===== config.mk =====
export PLATFORM = sky130hd
export DESIGN_NAME = external_bus_interface
export DESIGN_NICKNAME = d
export VERILOG_FILES = /design/src/logic/ext_bus_pkg.sv /design/src/logic/pin_sync.sv /design/src/logic/external_bus_interface.sv
export SDC_FILE = /design/constraint.sdc
export NUM_CORES = 1
export LEC_CHECK = 0
export BUFFER_PORTS_ARGS = -buffer_cell sky130_fd_sc_hd__buf_2
export CORE_ASPECT_RATIO = 0.7
export CORE_UTILIZATION = 35
export CTS_CLUSTER_DIAMETER = 50
export CTS_CLUSTER_SIZE = 14
export DETAILED_ROUTE_END_ITERATION = 7
export PLACE_DENSITY = 0.58
export SYNTH_ARGS = -nofsm -noshare
export SYNTH_HDL_FRONTEND = slang
export SYNTH_SLANG_ARGS = --single-unit

===== constraint.sdc =====
create_clock -name SYS_CLK -period 5.3 [get_ports SYS_CLK]
set_clock_uncertainty 0.05 [all_clocks]
set_input_delay 0.265 -clock SYS_CLK [delete_from_list [all_inputs] [get_ports SYS_CLK]]
set_output_delay 0.265 -clock SYS_CLK [all_outputs]
set_load 0.005 [all_outputs]

===== src/logic/ext_bus_pkg.sv =====
// constants, types and register layout of the external bus interface
package ext_bus_pkg;

    // ---------------------------------------------------------------
    // register map
    // ---------------------------------------------------------------
    localparam int          REG_ADDR_W     = 2;
    localparam logic [1:0]  OFS_CTRL       = 2'h0;
    localparam logic [1:0]  OFS_STATUS     = 2'h1;
    localparam logic [7:0]  CTRL_RESET     = 8'h00;

    // control fields
    localparam int          CTRL_SINGLE_BIT = 0;
    localparam int          CTRL_MUX_BIT    = 1;
    localparam int          CTRL_WIDE_LSB   = 2;
    localparam int          CTRL_WIDE_W     = 3;

    // status fields
    localparam int          STAT_MICRO_BIT  = 0;
    localparam int          STAT_BYTE8_BIT  = 1;
    localparam int          STAT_HOLD_BIT   = 2;
    localparam int          STAT_BUSY_BIT   = 3;
    localparam int          STAT_SINGLE_BIT = 4;
    localparam int          STAT_MUX_BIT    = 5;

    // ---------------------------------------------------------------
    // bus geometry and timing
    // ---------------------------------------------------------------
    localparam int          ADDR_W         = 24;
    localparam int          DATA_W         = 16;
    localparam int          SPACES         = 4;
    localparam logic [1:0]  SPACE_BYTE_PIN = 2'h3;
    localparam int          SPACE_MSB      = 23;
    localparam int          SPACE_LSB      = 22;
    localparam int          SYNC_STAGES    = 2;
    localparam int          CLK_PERIOD_NS  = 10;
    // strobe phase must outlast the data synchroniser
    localparam int          STROBE_MIN_NS  = 30;
    localparam logic [1:0]  STROBE_MIN_CYC =
        2'((STROBE_MIN_NS + CLK_PERIOD_NS - 1) / CLK_PERIOD_NS);

    // ---------------------------------------------------------------
    // types
    // ---------------------------------------------------------------
    typedef enum logic [2:0] {
        ST_IDLE   = 3'b000,
        ST_ADDR   = 3'b001,
        ST_STROBE = 3'b011,
        ST_END    = 3'b010,
        ST_HOLD   = 3'b110
    } bus_state_t;

    typedef struct packed {
        logic                write;
        logic                word;
        logic [ADDR_W-1:0]   addr;
        logic [DATA_W-1:0]   wdata;
    } bus_req_t;

    typedef struct packed {
        logic [CTRL_WIDE_W-1:0] wide;
        logic                   mux;
        logic                   single;
    } bus_ctrl_t;

endpackage : ext_bus_pkg


===== src/logic/pin_sync.sv =====
// multi-bit two-flop synchroniser for pin inputs
module pin_sync #(
    parameter int         WIDTH    = 1,
    parameter logic [WIDTH-1:0] RESET_VAL = '0
) (
    input  wire logic             SYS_CLK,
    input  wire logic             RST,
    input  wire logic [WIDTH-1:0] PIN_IN,
    output logic      [WIDTH-1:0] SYNC_OUT
);

    // ---------------------------------------------------------------
    // stages
    // ---------------------------------------------------------------
    logic [WIDTH-1:0] meta_reg;

    always_ff @(posedge SYS_CLK or posedge RST) begin
        if (RST) begin
            meta_reg <= RESET_VAL;
            SYNC_OUT <= RESET_VAL;
        end else begin
            meta_reg <= PIN_IN;
            SYNC_OUT <= meta_reg;
        end
    end

endmodule : pin_sync


===== src/logic/external_bus_interface.sv =====
// external memory bus interface: cycle engine, pin drivers, registers
//
// How it works
// reset pin low keeps engine reset
// mode pin low means single chip
// space three width follows width pin
// separate bus: low byte D0-7, high if wide
// address bit 23 driven inverted
// multiplexed low lines: address, then data
// wide multiplexed high lines: address, then data
// four chip selects, one per space
// dual strobes: even low, odd high
// single strobe, upper enable on odd
// read strobe low during reads
// single strobe forced for narrow bus
// latch strobe marks valid address
// hold request low keeps hold state
// grant acknowledge low throughout hold
// wait request low extends strobe
// address phase first, latch strobe only there
// wait sampled each edge, pins steady
//
// Local design decisions: the strobed register port and the register addresses.
module external_bus_interface (
    input  wire logic                        SYS_CLK,
    input  wire logic                        RST,
    input  wire logic                        RESET_PIN_N,
    input  wire logic                        PROCESSOR_MODE_SELECT,
    input  wire logic                        BUS_WIDTH_SELECT,
    input  wire logic                        HOLD_REQ_N,
    input  wire logic                        WAIT_REQ_N,
    input  wire logic                        REQ_VALID,
    input  wire ext_bus_pkg::bus_req_t       REQ,
    output logic                             REQ_READY,
    output logic                             RSP_VALID,
    output logic                             RSP_ERROR,
    output logic [ext_bus_pkg::DATA_W-1:0]   RSP_RDATA,
    input  wire logic [ext_bus_pkg::REG_ADDR_W-1:0] REG_ADDR,
    input  wire logic [7:0]                  REG_WDATA,
    input  wire logic                        REG_WR,
    input  wire logic                        REG_RD,
    output logic [7:0]                       REG_RDATA,
    output logic [ext_bus_pkg::ADDR_W-1:0]   ADDR_OUT,
    output logic [ext_bus_pkg::DATA_W-1:0]   DATA_OUT,
    output logic [ext_bus_pkg::DATA_W-1:0]   DATA_OE,
    input  wire logic [ext_bus_pkg::DATA_W-1:0] DATA_IN,
    output logic [ext_bus_pkg::SPACES-1:0]   CHIP_SELECT_N,
    output logic                             ADDRESS_LATCH_STROBE,
    output logic                             READ_STROBE_N,
    output logic                             LOW_BYTE_WRITE_STROBE_N,
    output logic                             HIGH_BYTE_WRITE_STROBE_N,
    output logic                             UPPER_BYTE_ENABLE_N,
    output logic                             BUS_GRANT_ACK_N,
    output logic                             BUS_DRIVE_EN
);

    // ---------------------------------------------------------------
    // pin synchronisers
    // ---------------------------------------------------------------
    logic [4:0]                      ctl_sync;
    logic [ext_bus_pkg::DATA_W-1:0]  din_sync;
    logic                            pin_rst_n;
    logic                            mode_pin;
    logic                            width_pin;
    logic                            hold_n;
    logic                            wait_n;

    pin_sync #(.WIDTH(5), .RESET_VAL(5'h07)) u_ctl_sync (
        .SYS_CLK  (SYS_CLK),
        .RST      (RST),
        .PIN_IN   ({RESET_PIN_N, PROCESSOR_MODE_SELECT, BUS_WIDTH_SELECT,
                    HOLD_REQ_N, WAIT_REQ_N}),
        .SYNC_OUT (ctl_sync)
    );

    pin_sync #(.WIDTH(ext_bus_pkg::DATA_W)) u_din_sync (
        .SYS_CLK  (SYS_CLK),
        .RST      (RST),
        .PIN_IN   (DATA_IN),
        .SYNC_OUT (din_sync)
    );

    assign pin_rst_n = ctl_sync[4];
    assign mode_pin  = ctl_sync[3];
    assign width_pin = ctl_sync[2];
    assign hold_n    = ctl_sync[1];
    assign wait_n    = ctl_sync[0];

    // ---------------------------------------------------------------
    // state
    // ---------------------------------------------------------------
    ext_bus_pkg::bus_state_t   state_reg, state_next;
    ext_bus_pkg::bus_req_t     req_reg, req_next;
    ext_bus_pkg::bus_ctrl_t    ctrl_reg, ctrl_next;
    logic                      straps_ok_reg;
    logic                      micro_reg, micro_next;
    logic                      byte8_reg, byte8_next;
    logic                      beat_reg, beat_next;
    logic [1:0]                cnt_reg, cnt_next;
    logic [ext_bus_pkg::DATA_W-1:0] rdata_reg, rdata_next;

    // ---------------------------------------------------------------
    // request decode
    // ---------------------------------------------------------------
    wire        accept     = REQ_VALID & REQ_READY;
    wire        in_pin_rst = ~pin_rst_n;
    wire  [1:0] space      =
        req_next.addr[ext_bus_pkg::SPACE_MSB:ext_bus_pkg::SPACE_LSB];
    wire        wide       = (space == ext_bus_pkg::SPACE_BYTE_PIN) ?
                             ~byte8_reg :
                             ctrl_reg.wide[space];
    wire        single_eff = ctrl_reg.single | ~wide;
    wire [23:0] base_addr  = req_next.word ?
                             {req_next.addr[23:1], 1'b0} : req_next.addr;
    wire [23:0] beat_addr  = {base_addr[23:1], base_addr[0] | beat_next};
    wire        lane_lo    = wide ? (req_next.word | ~beat_addr[0]) : 1'b1;
    wire        lane_hi    = wide ? (req_next.word | beat_addr[0]) : 1'b0;
    wire        odd_access = wide ? lane_hi : beat_addr[0];
    wire        last_beat  = wide | ~req_next.word | beat_reg;
    wire [15:0] wdata_wide = req_next.word ? req_next.wdata :
                             beat_addr[0] ? {req_next.wdata[7:0], 8'h00} :
                                            {8'h00, req_next.wdata[7:0]};
    wire [15:0] wdata_lane = wide ? wdata_wide :
                             {8'h00, beat_next ? req_next.wdata[15:8] :
                                                 req_next.wdata[7:0]};
    wire [15:0] lane_oe    = {{8{lane_hi}}, {8{lane_lo}}};
    wire        wait_done  = (cnt_reg >= ext_bus_pkg::STROBE_MIN_CYC - 2'h1)
                             & wait_n;
    wire        strobe_end = (state_reg == ext_bus_pkg::ST_STROBE)
                             & wait_done;

    // ---------------------------------------------------------------
    // cycle sequencer
    // ---------------------------------------------------------------
    always_comb begin
        state_next = state_reg;
        req_next   = accept ? REQ : req_reg;
        beat_next  = beat_reg;
        cnt_next   = 2'h0;
        unique case (state_reg)
            ext_bus_pkg::ST_IDLE: begin
                beat_next = 1'b0;
                if (accept && micro_reg) begin
                    state_next = ext_bus_pkg::ST_ADDR;
                end else if (!accept && !hold_n) begin
                    state_next = ext_bus_pkg::ST_HOLD;
                end
            end
            ext_bus_pkg::ST_ADDR: begin
                state_next = ext_bus_pkg::ST_STROBE;
            end
            ext_bus_pkg::ST_STROBE: begin
                if (wait_done) begin
                    state_next = ext_bus_pkg::ST_END;
                end else begin
                    cnt_next = cnt_reg + 2'h1;
                end
            end
            ext_bus_pkg::ST_END: begin
                if (last_beat) begin
                    state_next = ext_bus_pkg::ST_IDLE;
                end else begin
                    state_next = ext_bus_pkg::ST_ADDR;
                    beat_next  = 1'b1;
                end
            end
            ext_bus_pkg::ST_HOLD: begin
                if (hold_n) begin
                    state_next = ext_bus_pkg::ST_IDLE;
                end
            end
            default: begin
                state_next = ext_bus_pkg::ST_IDLE;
            end
        endcase
        if (in_pin_rst) begin
            state_next = ext_bus_pkg::ST_IDLE;
            beat_next  = 1'b0;
        end
    end

    // read lanes are picked from the synchronised bus, which lags the
    // pins by two edges; the minimum strobe length covers that lag
    always_comb begin
        rdata_next = rdata_reg;
        if (strobe_end && !req_reg.write) begin
            if (wide && req_reg.word) begin
                rdata_next = din_sync;
            end else if (wide) begin
                rdata_next = {8'h00, beat_addr[0] ? din_sync[15:8] :
                                                    din_sync[7:0]};
            end else if (beat_reg) begin
                rdata_next = {din_sync[7:0], rdata_reg[7:0]};
            end else begin
                rdata_next = {8'h00, din_sync[7:0]};
            end
        end
    end

    // ---------------------------------------------------------------
    // pin values one edge ahead, so every pin leaves a flop
    // ---------------------------------------------------------------
    wire        nx_addr_ph = (state_next == ext_bus_pkg::ST_ADDR);
    wire        nx_strobe  = (state_next == ext_bus_pkg::ST_STROBE);
    wire        nx_active  = nx_addr_ph | nx_strobe;
    wire        nx_hold    = (state_next == ext_bus_pkg::ST_HOLD);
    wire        nx_wr      = nx_strobe & req_next.write;
    wire [15:0] mux_addr   = {wide ? beat_addr[15:8] : 8'h00,
                              beat_addr[7:0]};
    wire [15:0] mux_oe     = {{8{wide}}, 8'hFF};
    wire [15:0] dout_next  = (nx_addr_ph && ctrl_reg.mux) ? mux_addr :
                             wdata_lane;
    wire [15:0] doe_next   = (nx_addr_ph && ctrl_reg.mux) ? mux_oe :
                             nx_wr ? lane_oe : 16'h0000;
    wire [23:0] aout_next  = {~beat_addr[23], beat_addr[22:0]};
    wire [3:0]  cs_next    = nx_active ?
                             ~(4'h1 << space) : 4'hF;
    wire        wrl_next   = ~(nx_wr & (single_eff | lane_lo));
    wire        wrh_next   = ~(nx_wr & ~single_eff & lane_hi);
    wire        bhe_next   = ~(nx_active & single_eff & odd_access);
    wire        rd_next    = ~(nx_strobe & ~req_next.write);
    wire        ale_next   = nx_addr_ph;
    wire        ready_next = (state_next == ext_bus_pkg::ST_IDLE)
                             & ~in_pin_rst & ~(accept & micro_reg);
    wire        rsp_next   = (strobe_end & last_beat) |
                             (accept & ~micro_reg);

    // ---------------------------------------------------------------
    // straps and register port
    // ---------------------------------------------------------------
    // straps are taken after release and again while the pin reset holds
    assign micro_next = (!straps_ok_reg || in_pin_rst) ? mode_pin :
                        micro_reg;
    assign byte8_next = (!straps_ok_reg || in_pin_rst) ? width_pin :
                        byte8_reg;

    wire        wr_ctrl   = REG_WR & (REG_ADDR == ext_bus_pkg::OFS_CTRL);
    assign ctrl_next = in_pin_rst ? ext_bus_pkg::bus_ctrl_t'(
                           ext_bus_pkg::CTRL_RESET[4:0]) :
                       wr_ctrl ? ext_bus_pkg::bus_ctrl_t'(REG_WDATA[4:0]) :
                       ctrl_reg;

    wire [7:0]  status_val = {2'b00, ctrl_reg.mux, single_eff,
                              state_reg != ext_bus_pkg::ST_IDLE,
                              state_reg == ext_bus_pkg::ST_HOLD,
                              byte8_reg, micro_reg};
    wire [7:0]  rdata_sel  =
        (REG_ADDR == ext_bus_pkg::OFS_CTRL)   ? {3'b000, ctrl_reg} :
        (REG_ADDR == ext_bus_pkg::OFS_STATUS) ? status_val : 8'h00;

    // ---------------------------------------------------------------
    // flops
    // ---------------------------------------------------------------
    always_ff @(posedge SYS_CLK or posedge RST) begin
        if (RST) begin
            state_reg     <= ext_bus_pkg::ST_IDLE;
            req_reg       <= '0;
            ctrl_reg      <= ext_bus_pkg::bus_ctrl_t'(
                                 ext_bus_pkg::CTRL_RESET[4:0]);
            straps_ok_reg <= 1'b0;
            micro_reg     <= 1'b0;
            byte8_reg     <= 1'b0;
            beat_reg      <= 1'b0;
            cnt_reg       <= 2'h0;
            rdata_reg     <= 16'h0000;
        end else begin
            state_reg     <= state_next;
            req_reg       <= req_next;
            ctrl_reg      <= ctrl_next;
            straps_ok_reg <= pin_rst_n;
            micro_reg     <= micro_next;
            byte8_reg     <= byte8_next;
            beat_reg      <= beat_next;
            cnt_reg       <= cnt_next;
            rdata_reg     <= rdata_next;
        end
    end

    always_ff @(posedge SYS_CLK or posedge RST) begin
        if (RST) begin
            REQ_READY                <= 1'b0;
            RSP_VALID                <= 1'b0;
            RSP_ERROR                <= 1'b0;
            RSP_RDATA                <= 16'h0000;
            REG_RDATA                <= 8'h00;
            ADDR_OUT                 <= 24'h800000;
            DATA_OUT                 <= 16'h0000;
            DATA_OE                  <= 16'h0000;
            CHIP_SELECT_N            <= 4'hF;
            ADDRESS_LATCH_STROBE     <= 1'b0;
            READ_STROBE_N            <= 1'b1;
            LOW_BYTE_WRITE_STROBE_N  <= 1'b1;
            HIGH_BYTE_WRITE_STROBE_N <= 1'b1;
            UPPER_BYTE_ENABLE_N      <= 1'b1;
            BUS_GRANT_ACK_N          <= 1'b1;
            BUS_DRIVE_EN             <= 1'b0;
        end else begin
            REQ_READY                <= ready_next;
            RSP_VALID                <= rsp_next;
            RSP_ERROR                <= accept & ~micro_reg;
            RSP_RDATA                <= rdata_next;
            REG_RDATA                <= REG_RD ? rdata_sel : 8'h00;
            ADDR_OUT                 <= aout_next;
            DATA_OUT                 <= dout_next;
            DATA_OE                  <= doe_next;
            CHIP_SELECT_N            <= cs_next;
            ADDRESS_LATCH_STROBE     <= ale_next;
            READ_STROBE_N            <= rd_next;
            LOW_BYTE_WRITE_STROBE_N  <= wrl_next;
            HIGH_BYTE_WRITE_STROBE_N <= wrh_next;
            UPPER_BYTE_ENABLE_N      <= bhe_next;
            BUS_GRANT_ACK_N          <= ~nx_hold;
            // drivers float while another master owns the bus
            BUS_DRIVE_EN             <= micro_next & ~nx_hold;
        end
    end

endmodule : external_bus_interface


Yosys cells after proc, flatten, opt, wreduce, memory -nomap -nowiden --
Index checks and enable logic that the tools add are counted.
Cells by class: $add $sub $neg 1, $mul 0, divide/modulo/power cells 0, magnitude comparators 2, equal/unequal tests 11, shifts and indexed selects 1, muxes and demuxes 39, bitwise gates (word level) 42, reductions and logical operators 15
Operator list (number):
- 16-bit 2-to-1 mux | 9
- 42-bit 2-to-1 mux | 1
- 8-bit 2-to-1 mux | 3
- 6-bit 2-to-1 mux | 3
- 1-bit bitwise AND | 17
- 3-bit 2-to-1 mux | 5
- 1-bit NOT | 15
- 3-bit case mux with 5 select lines | 1
- 1-bit 2-to-1 mux | 10
- 5-bit 2-to-1 mux | 2
- 3-bit by 2-bit equality test with 1-bit output (second input constant) | 3
- 1-bit bitwise OR | 9
- 3-bit by 1-bit equality test with 1-bit output (second input constant) | 2
- 3-bit equality test (second input constant) | 2
- 3-bit zero test | 2
- 1-bit logical AND | 5
- 1-bit zero test | 4
- 2-bit 2-to-1 mux | 2
- 4-bit 2-to-1 mux | 1
- 4-bit NOT | 1
- 1-bit by 2-bit left shift with 4-bit output (first input constant) | 1
- 2-bit by 3-bit less-than comparator with 1-bit output (second input constant) | 1
- 3-bit by 1-bit != test with 1-bit output (second input constant) | 1
- 3-bit nonzero test | 1
- 10 further kinds | 10
Word-level totals: bits in registers 190, bits in latches 0, bits in writable memories 0, bits in read-only memories 0, input bits 78, memories kept 0

Logic depth before layout (Yosys ltp) --
depth after elaboration 17, gate-level depth with buffers 10, gate-level depth less buffers 8

By module --
From an unflattened synthesis, not the netlist that was laid out.
Second synthesis, totals: cells, all modules 543, area, all modules 6216.0 sq um
By module, submodules not included:
- external_bus_interface | instances 1, cells an instance 499, area each 5149.9 sq um, seq. area each 2815.2 sq um
- pin_sync (u_din_sync) | instances 1, cells an instance 33, area each 804.5 sq um, seq. area each 800.8 sq um
- pin_sync (u_ctl_sync) | instances 1, cells an instance 11, area each 261.5 sq um, seq. area each 257.7 sq um

Worst setup path after synthesis --
No wires, ideal clock.
kind register to register, start point register state_reg[0], end point register RSP_RDATA[0] (netlist bit), setup time 0.125 ns, arrival time 2.081 ns, required time 5.125 ns, setup slack 3.045 ns, cell stages (with the launch flop) 8, cell sequence dfrtp_1 or3_1 and3_1 a21oi_1 a2111o_1 buf_2 mux2_1 mux2_2
On the way: longest elaborated chain between the ends 7, elaborated cells between the ends (all ways) 12
RTL lines:
- from (decl) | RTL line external_bus_interface.sv:92 | ext_bus_pkg::bus_state_t state_reg, state_next;
- from (signal assigned) | RTL line external_bus_interface.sv:256 | state_reg <= ext_bus_pkg::ST_IDLE;
- from (signal assigned) | RTL line external_bus_interface.sv:267 | state_reg <= state_next;
- 3-bit by 2-bit equality test with 1-bit output or 3-bit zero test (tied branches) | RTL line external_bus_interface.sv:140 | unique case (state_reg)
- 1-bit case mux with 2 select lines | RTL line external_bus_interface.sv:140
- 1-bit 2-to-1 mux | RTL line external_bus_interface.sv:176 | if (in_pin_rst) begin
- 1-bit bitwise OR | RTL line external_bus_interface.sv:115 | wire [23:0] beat_addr = {base_addr[23:1], base_addr[0] | beat_next};
- 8-bit 2-to-1 mux | RTL line external_bus_interface.sv:190 | rdata_next = {8'h00, beat_addr[0] ? din_sync[15:8] :
- 16-bit 2-to-1 mux | RTL line external_bus_interface.sv:189 | end else if (wide) begin
- 16-bit 2-to-1 mux | RTL line external_bus_interface.sv:187 | if (wide && req_reg.word) begin
- to (signal assigned) | RTL line external_bus_interface.sv:301 | RSP_RDATA <= rdata_next;
- to (decl) | RTL line external_bus_interface.sv:37 | output logic [ext_bus_pkg::DATA_W-1:0] RSP_RDATA,
Parallel ways exist; a longest one is shown, timed or not. A chain may end at the register's enable or synchronous reset.

Final worst setup path --
start point register REQ_READY, end point register DATA_OUT[5] (netlist bit)
On the way: longest elaborated chain between the ends 15, elaborated cells between the ends (all ways) 29
RTL lines:
- from (decl) | RTL line external_bus_interface.sv:34 | output logic REQ_READY,
- from (signal assigned) | RTL line external_bus_interface.sv:298 | REQ_READY <= ready_next;
- 1-bit bitwise AND * | RTL line external_bus_interface.sv:105 | wire accept = REQ_VALID & REQ_READY;
- 42-bit 2-to-1 mux | RTL line external_bus_interface.sv:137 | req_next = accept ? REQ : req_reg;
- 1-bit binary-select mux with 2-bit select | RTL line external_bus_interface.sv:111 | ctrl_reg.wide[space];
- 1-bit 2-to-1 mux (implied by the code) | RTL line external_bus_interface.sv:111
- 1-bit 2-to-1 mux | RTL line external_bus_interface.sv:109 | wire wide = (space == ext_bus_pkg::SPACE_BYTE_PIN) ?
- 1-bit bitwise OR (2 in series) | RTL line external_bus_interface.sv:119 | wire last_beat = wide | ~req_next.word | beat_reg;
- 1-bit 2-to-1 mux | RTL line external_bus_interface.sv:160 | if (last_beat) begin
- 1-bit case mux with 2 select lines | RTL line external_bus_interface.sv:140
- 1-bit 2-to-1 mux | RTL line external_bus_interface.sv:176
- 1-bit bitwise OR | RTL line external_bus_interface.sv:115
- 16-bit 2-to-1 mux | RTL line external_bus_interface.sv:121 | beat_addr[0] ? {req_next.wdata[7:0], 8'h00} :
- 16-bit 2-to-1 mux | RTL line external_bus_interface.sv:120 | wire [15:0] wdata_wide = req_next.word ? req_next.wdata :
- 16-bit 2-to-1 mux | RTL line external_bus_interface.sv:123 | wire [15:0] wdata_lane = wide ? wdata_wide :
- 16-bit 2-to-1 mux * | RTL line external_bus_interface.sv:211 | wire [15:0] dout_next = (nx_addr_ph && ctrl_reg.mux) ? mux_addr :
- named net dout_next[5] | RTL line external_bus_interface.sv:211
- to (signal assigned) | RTL line external_bus_interface.sv:304 | DATA_OUT <= dout_next;
- to (decl) | RTL line external_bus_interface.sv:44 | output logic [ext_bus_pkg::DATA_W-1:0] DATA_OUT,
The timed path passes the listed nets; every way through them passes the cells marked *. The select of a mux whose other input is x is not followed.

==> out/results.tsv <==
metric	value	unit
Iteration-0 DRC Markers	219	
area grow syn2layout	26.3	%
Post-Syn Area	6230	µm²
I/O pins	172	
CTS tree	built	
Final HPWL DP	9.70	mm
FF-to-FF path depth	7	
end of the worst hold path	ADDR_OUT[20]	
crit path launch type	register	
clock buffer depth	2	
first-pass GRT wire length	23.3	mm
# nets final	728	
n_diodes	0	
sequential-to-total area share from yosys stat	62.2	%
hold depth	2	
RSZ-0062 raised after global routing	no	
num rows	40	
Final setup viols	0	
outcome	complete, no violations	
post-route ant nets	0	
Port Buf Inserts	166	
Hold Crit Start	REQ[36]	
Fin. Hold Viols	0	
Synth cell types	48	
vias per cell	4.57	
via count of the routed design	4085	
Critical Path Sink Type	register	
synthesized flop and latch total	154	
Worst-path clk slew	0.06	ns
total grt overflow	0	
wire per inst	16.0	µm
f_max	281	MHz
CP bufs+invs	1	
core area	17300	µm²
gpl congestion	0.803	
Critical R2R Launch	REQ_READY	
vias in the first global route	4352	
Initial Utilization	36.1	%
max reg flops	24	
Critical Path Stages	7	
synth warn	0	
Die ar.	18300	µm²
final core occ	45.6	%
total negative slack	0	ns
residual DRC count	0	
critical path class	register to register	
Hold Slack	0.0290	ns
Slew Viols, Final	0	
Post-synth ARST share	100	%
R2R setup slack	1.74	ns
slowest stage delay, CP	0.87	ns
Critical R2R Capture	DATA_OUT[5]	
routed wire length	14.3	mm
Max transition margin	31.2	%
root buffer cell	clkbuf_16	
CTS H-tree depth	4	
die height	114	µm
number of synthesized flops with an enable pin	0	
largest net degree at the start of global routing	93	
worst slew pin tran	1.03	ns
first drt pass iteration count	4	
CTS buffer count	17	
die width	161	µm
Leakage	3.85	nW
placed cell count	839	
initial antenna violation count	0	
Final Cycle Share	67.1	%
fin cells	893	
Clock Latency Late Sink	0.42	ns
largest fanout on the critical path	43	
most used flip-flop cell after synthesis	dfrtp_1	
Post-CTS Setup Bufs	0	
VDD IR max	0.218	mV
worst min path class	primary input to register	
Power per Cell Area	428	nW/µm²
Final min period	3.56	ns
layout cells sized above 1	40.3	%
Critical Path RT	5.55	ns
Gate Count Post-Synth	492	
syn avg cell area	12.7	µm²
gr usage total	16.9	%
cells along the critical path	nand2_4, mux2i_4, a211oi_2, a21oi_4, buf_4, o41ai_4, mux2_2	
Worst EP arrival	3.81	ns
clk sinks	154	
maxcap violations	0	
CP top delay family	compound AO/OA/AOI/OAI gates	
slowest CP cell	o41ai_4	
how the worst max path moves through the flow:
| stage | from | end | slack, ns |
|---|---|---|---|
| after global routing | REQ_READY | DATA_OUT[6] | 1.53 |
| after detailed placement | REQ_READY | DATA_OUT[5] | 1.76 |
| final | REQ_READY | DATA_OUT[5] | 1.74 |
| after floorplan | RST | ADDRESS_LATCH_STROBE | 0.86 |
| after CTS | REQ_READY | DATA_OUT[5] | 1.71 |
| after global placement | REQ_READY | DATA_OUT[7] | 1.82 |
layer usage:
layer / routed length [µm] / global-route usage [%]
met4: 135 / 5.66
met5: 0 / 0
met2: 6610 / 26.2
met3: 893 / 4.76
met1: 6680 / 22.9
cells in the mapped netlist (2+ instances only):
master	instances	area (µm²)
clkbuf_1	6	22.5
nor2_1	28	105
nand3_1	40	200
a31oi_1	8	50.1
nand2_1	23	86.3
o21ai_1	2	10.0
and3_1	4	25.0
and2_1	2	12.5
mux2_1	8	90.1
inv_1	27	101
mux2_2	40	450
buf_2	7	35.0
or3_1	3	18.8
a21oi_1	8	40.0
nand2b_1	3	18.8
nor2b_1	2	12.5
buf_4	39	293
o21ai_0	6	30.0
dfrtp_1	138	3450
buf_1	3	11.3
dfstp_2	16	420
mux2i_1	42	420
nor3_1	3	15.0
o22ai_1	9	56.3
nand2_4	2	22.5
placed cells by master, fill, tap and decap left out, types with 16 or more instances in the layout:
| cell | instances |
|---|---|
| buf_2 | 166 |
| dfrtp_1 | 138 |
| mux2i_1 | 42 |
| nand3_1 | 40 |
| mux2_2 | 40 |
| nor2_1 | 28 |
| inv_1 | 26 |
| nand2_1 | 23 |
| dlygate4sd3_1 | 22 |
| clkbuf_16 | 17 |
| dfstp_2 | 16 |
power breakdown:
group | switching, W | internal [W] | total (W)
clock | 0.000486 | 0.000760 | 0.00125
sequential | 0.0000840 | 0.00136 | 0.00144
combinational | 0.000377 | 0.000303 | 0.000680
layout make-up:
class                   count  area, µm²
flip-flops and latches    154       3870
well taps                 231        289
repair buffers            192       1080
clock buffers              20        447
multi-input cells         256       1900
clock inverters            12        165
fillers                  1599       9400
inverters                  28        110
cells by family (layout without fill, tap and decap cells):
| group | count (synthesis) | after routing | share of synthesized area [%] |
|---|---|---|---|
| AND/OR/NAND/NOR | 115 | 115 | 8.94 |
| buffers and inverters | 83 | 252 | 7.49 |
| adder cells (fa/ha/maj) | 1 | 1 | 0.201 |
| other | 1 | 2 | 0.0602 |
| flip-flops | 154 | 154 | 62.2 |
| AO/OA/AOI/OAI | 47 | 47 | 5.32 |
| multiplexers | 91 | 91 | 15.8 |
through the flow:
step           power, W  area (µm²)  setup WS, ns
2_1_floorplan   0.00194        6230         0.862
3_3_place_gp    0.00211        7030          1.82
3_5_place_dp    0.00214        7030          1.76
4_1_cts         0.00342        7870          1.71
5_1_grt         0.00356        7870          1.53
6_report        0.00337        7870          1.74
worst register-to-register path: stages, from the launching register on:
cell and delay (ns):
dfrtp_1 0.50, nand2_4 0.44, mux2i_4 0.41, a211oi_2 0.38
a21oi_4 0.04, buf_4 0.30, o41ai_4 0.88, mux2_2 0.43
what timing repair did:
item                                   in CTS  in global routing
hold buffers                               22                  0
resized for setup                           0                  0
endpoints found under the hold margin      54                  0
No activity file was read; power rests on OpenSTA's default activity.
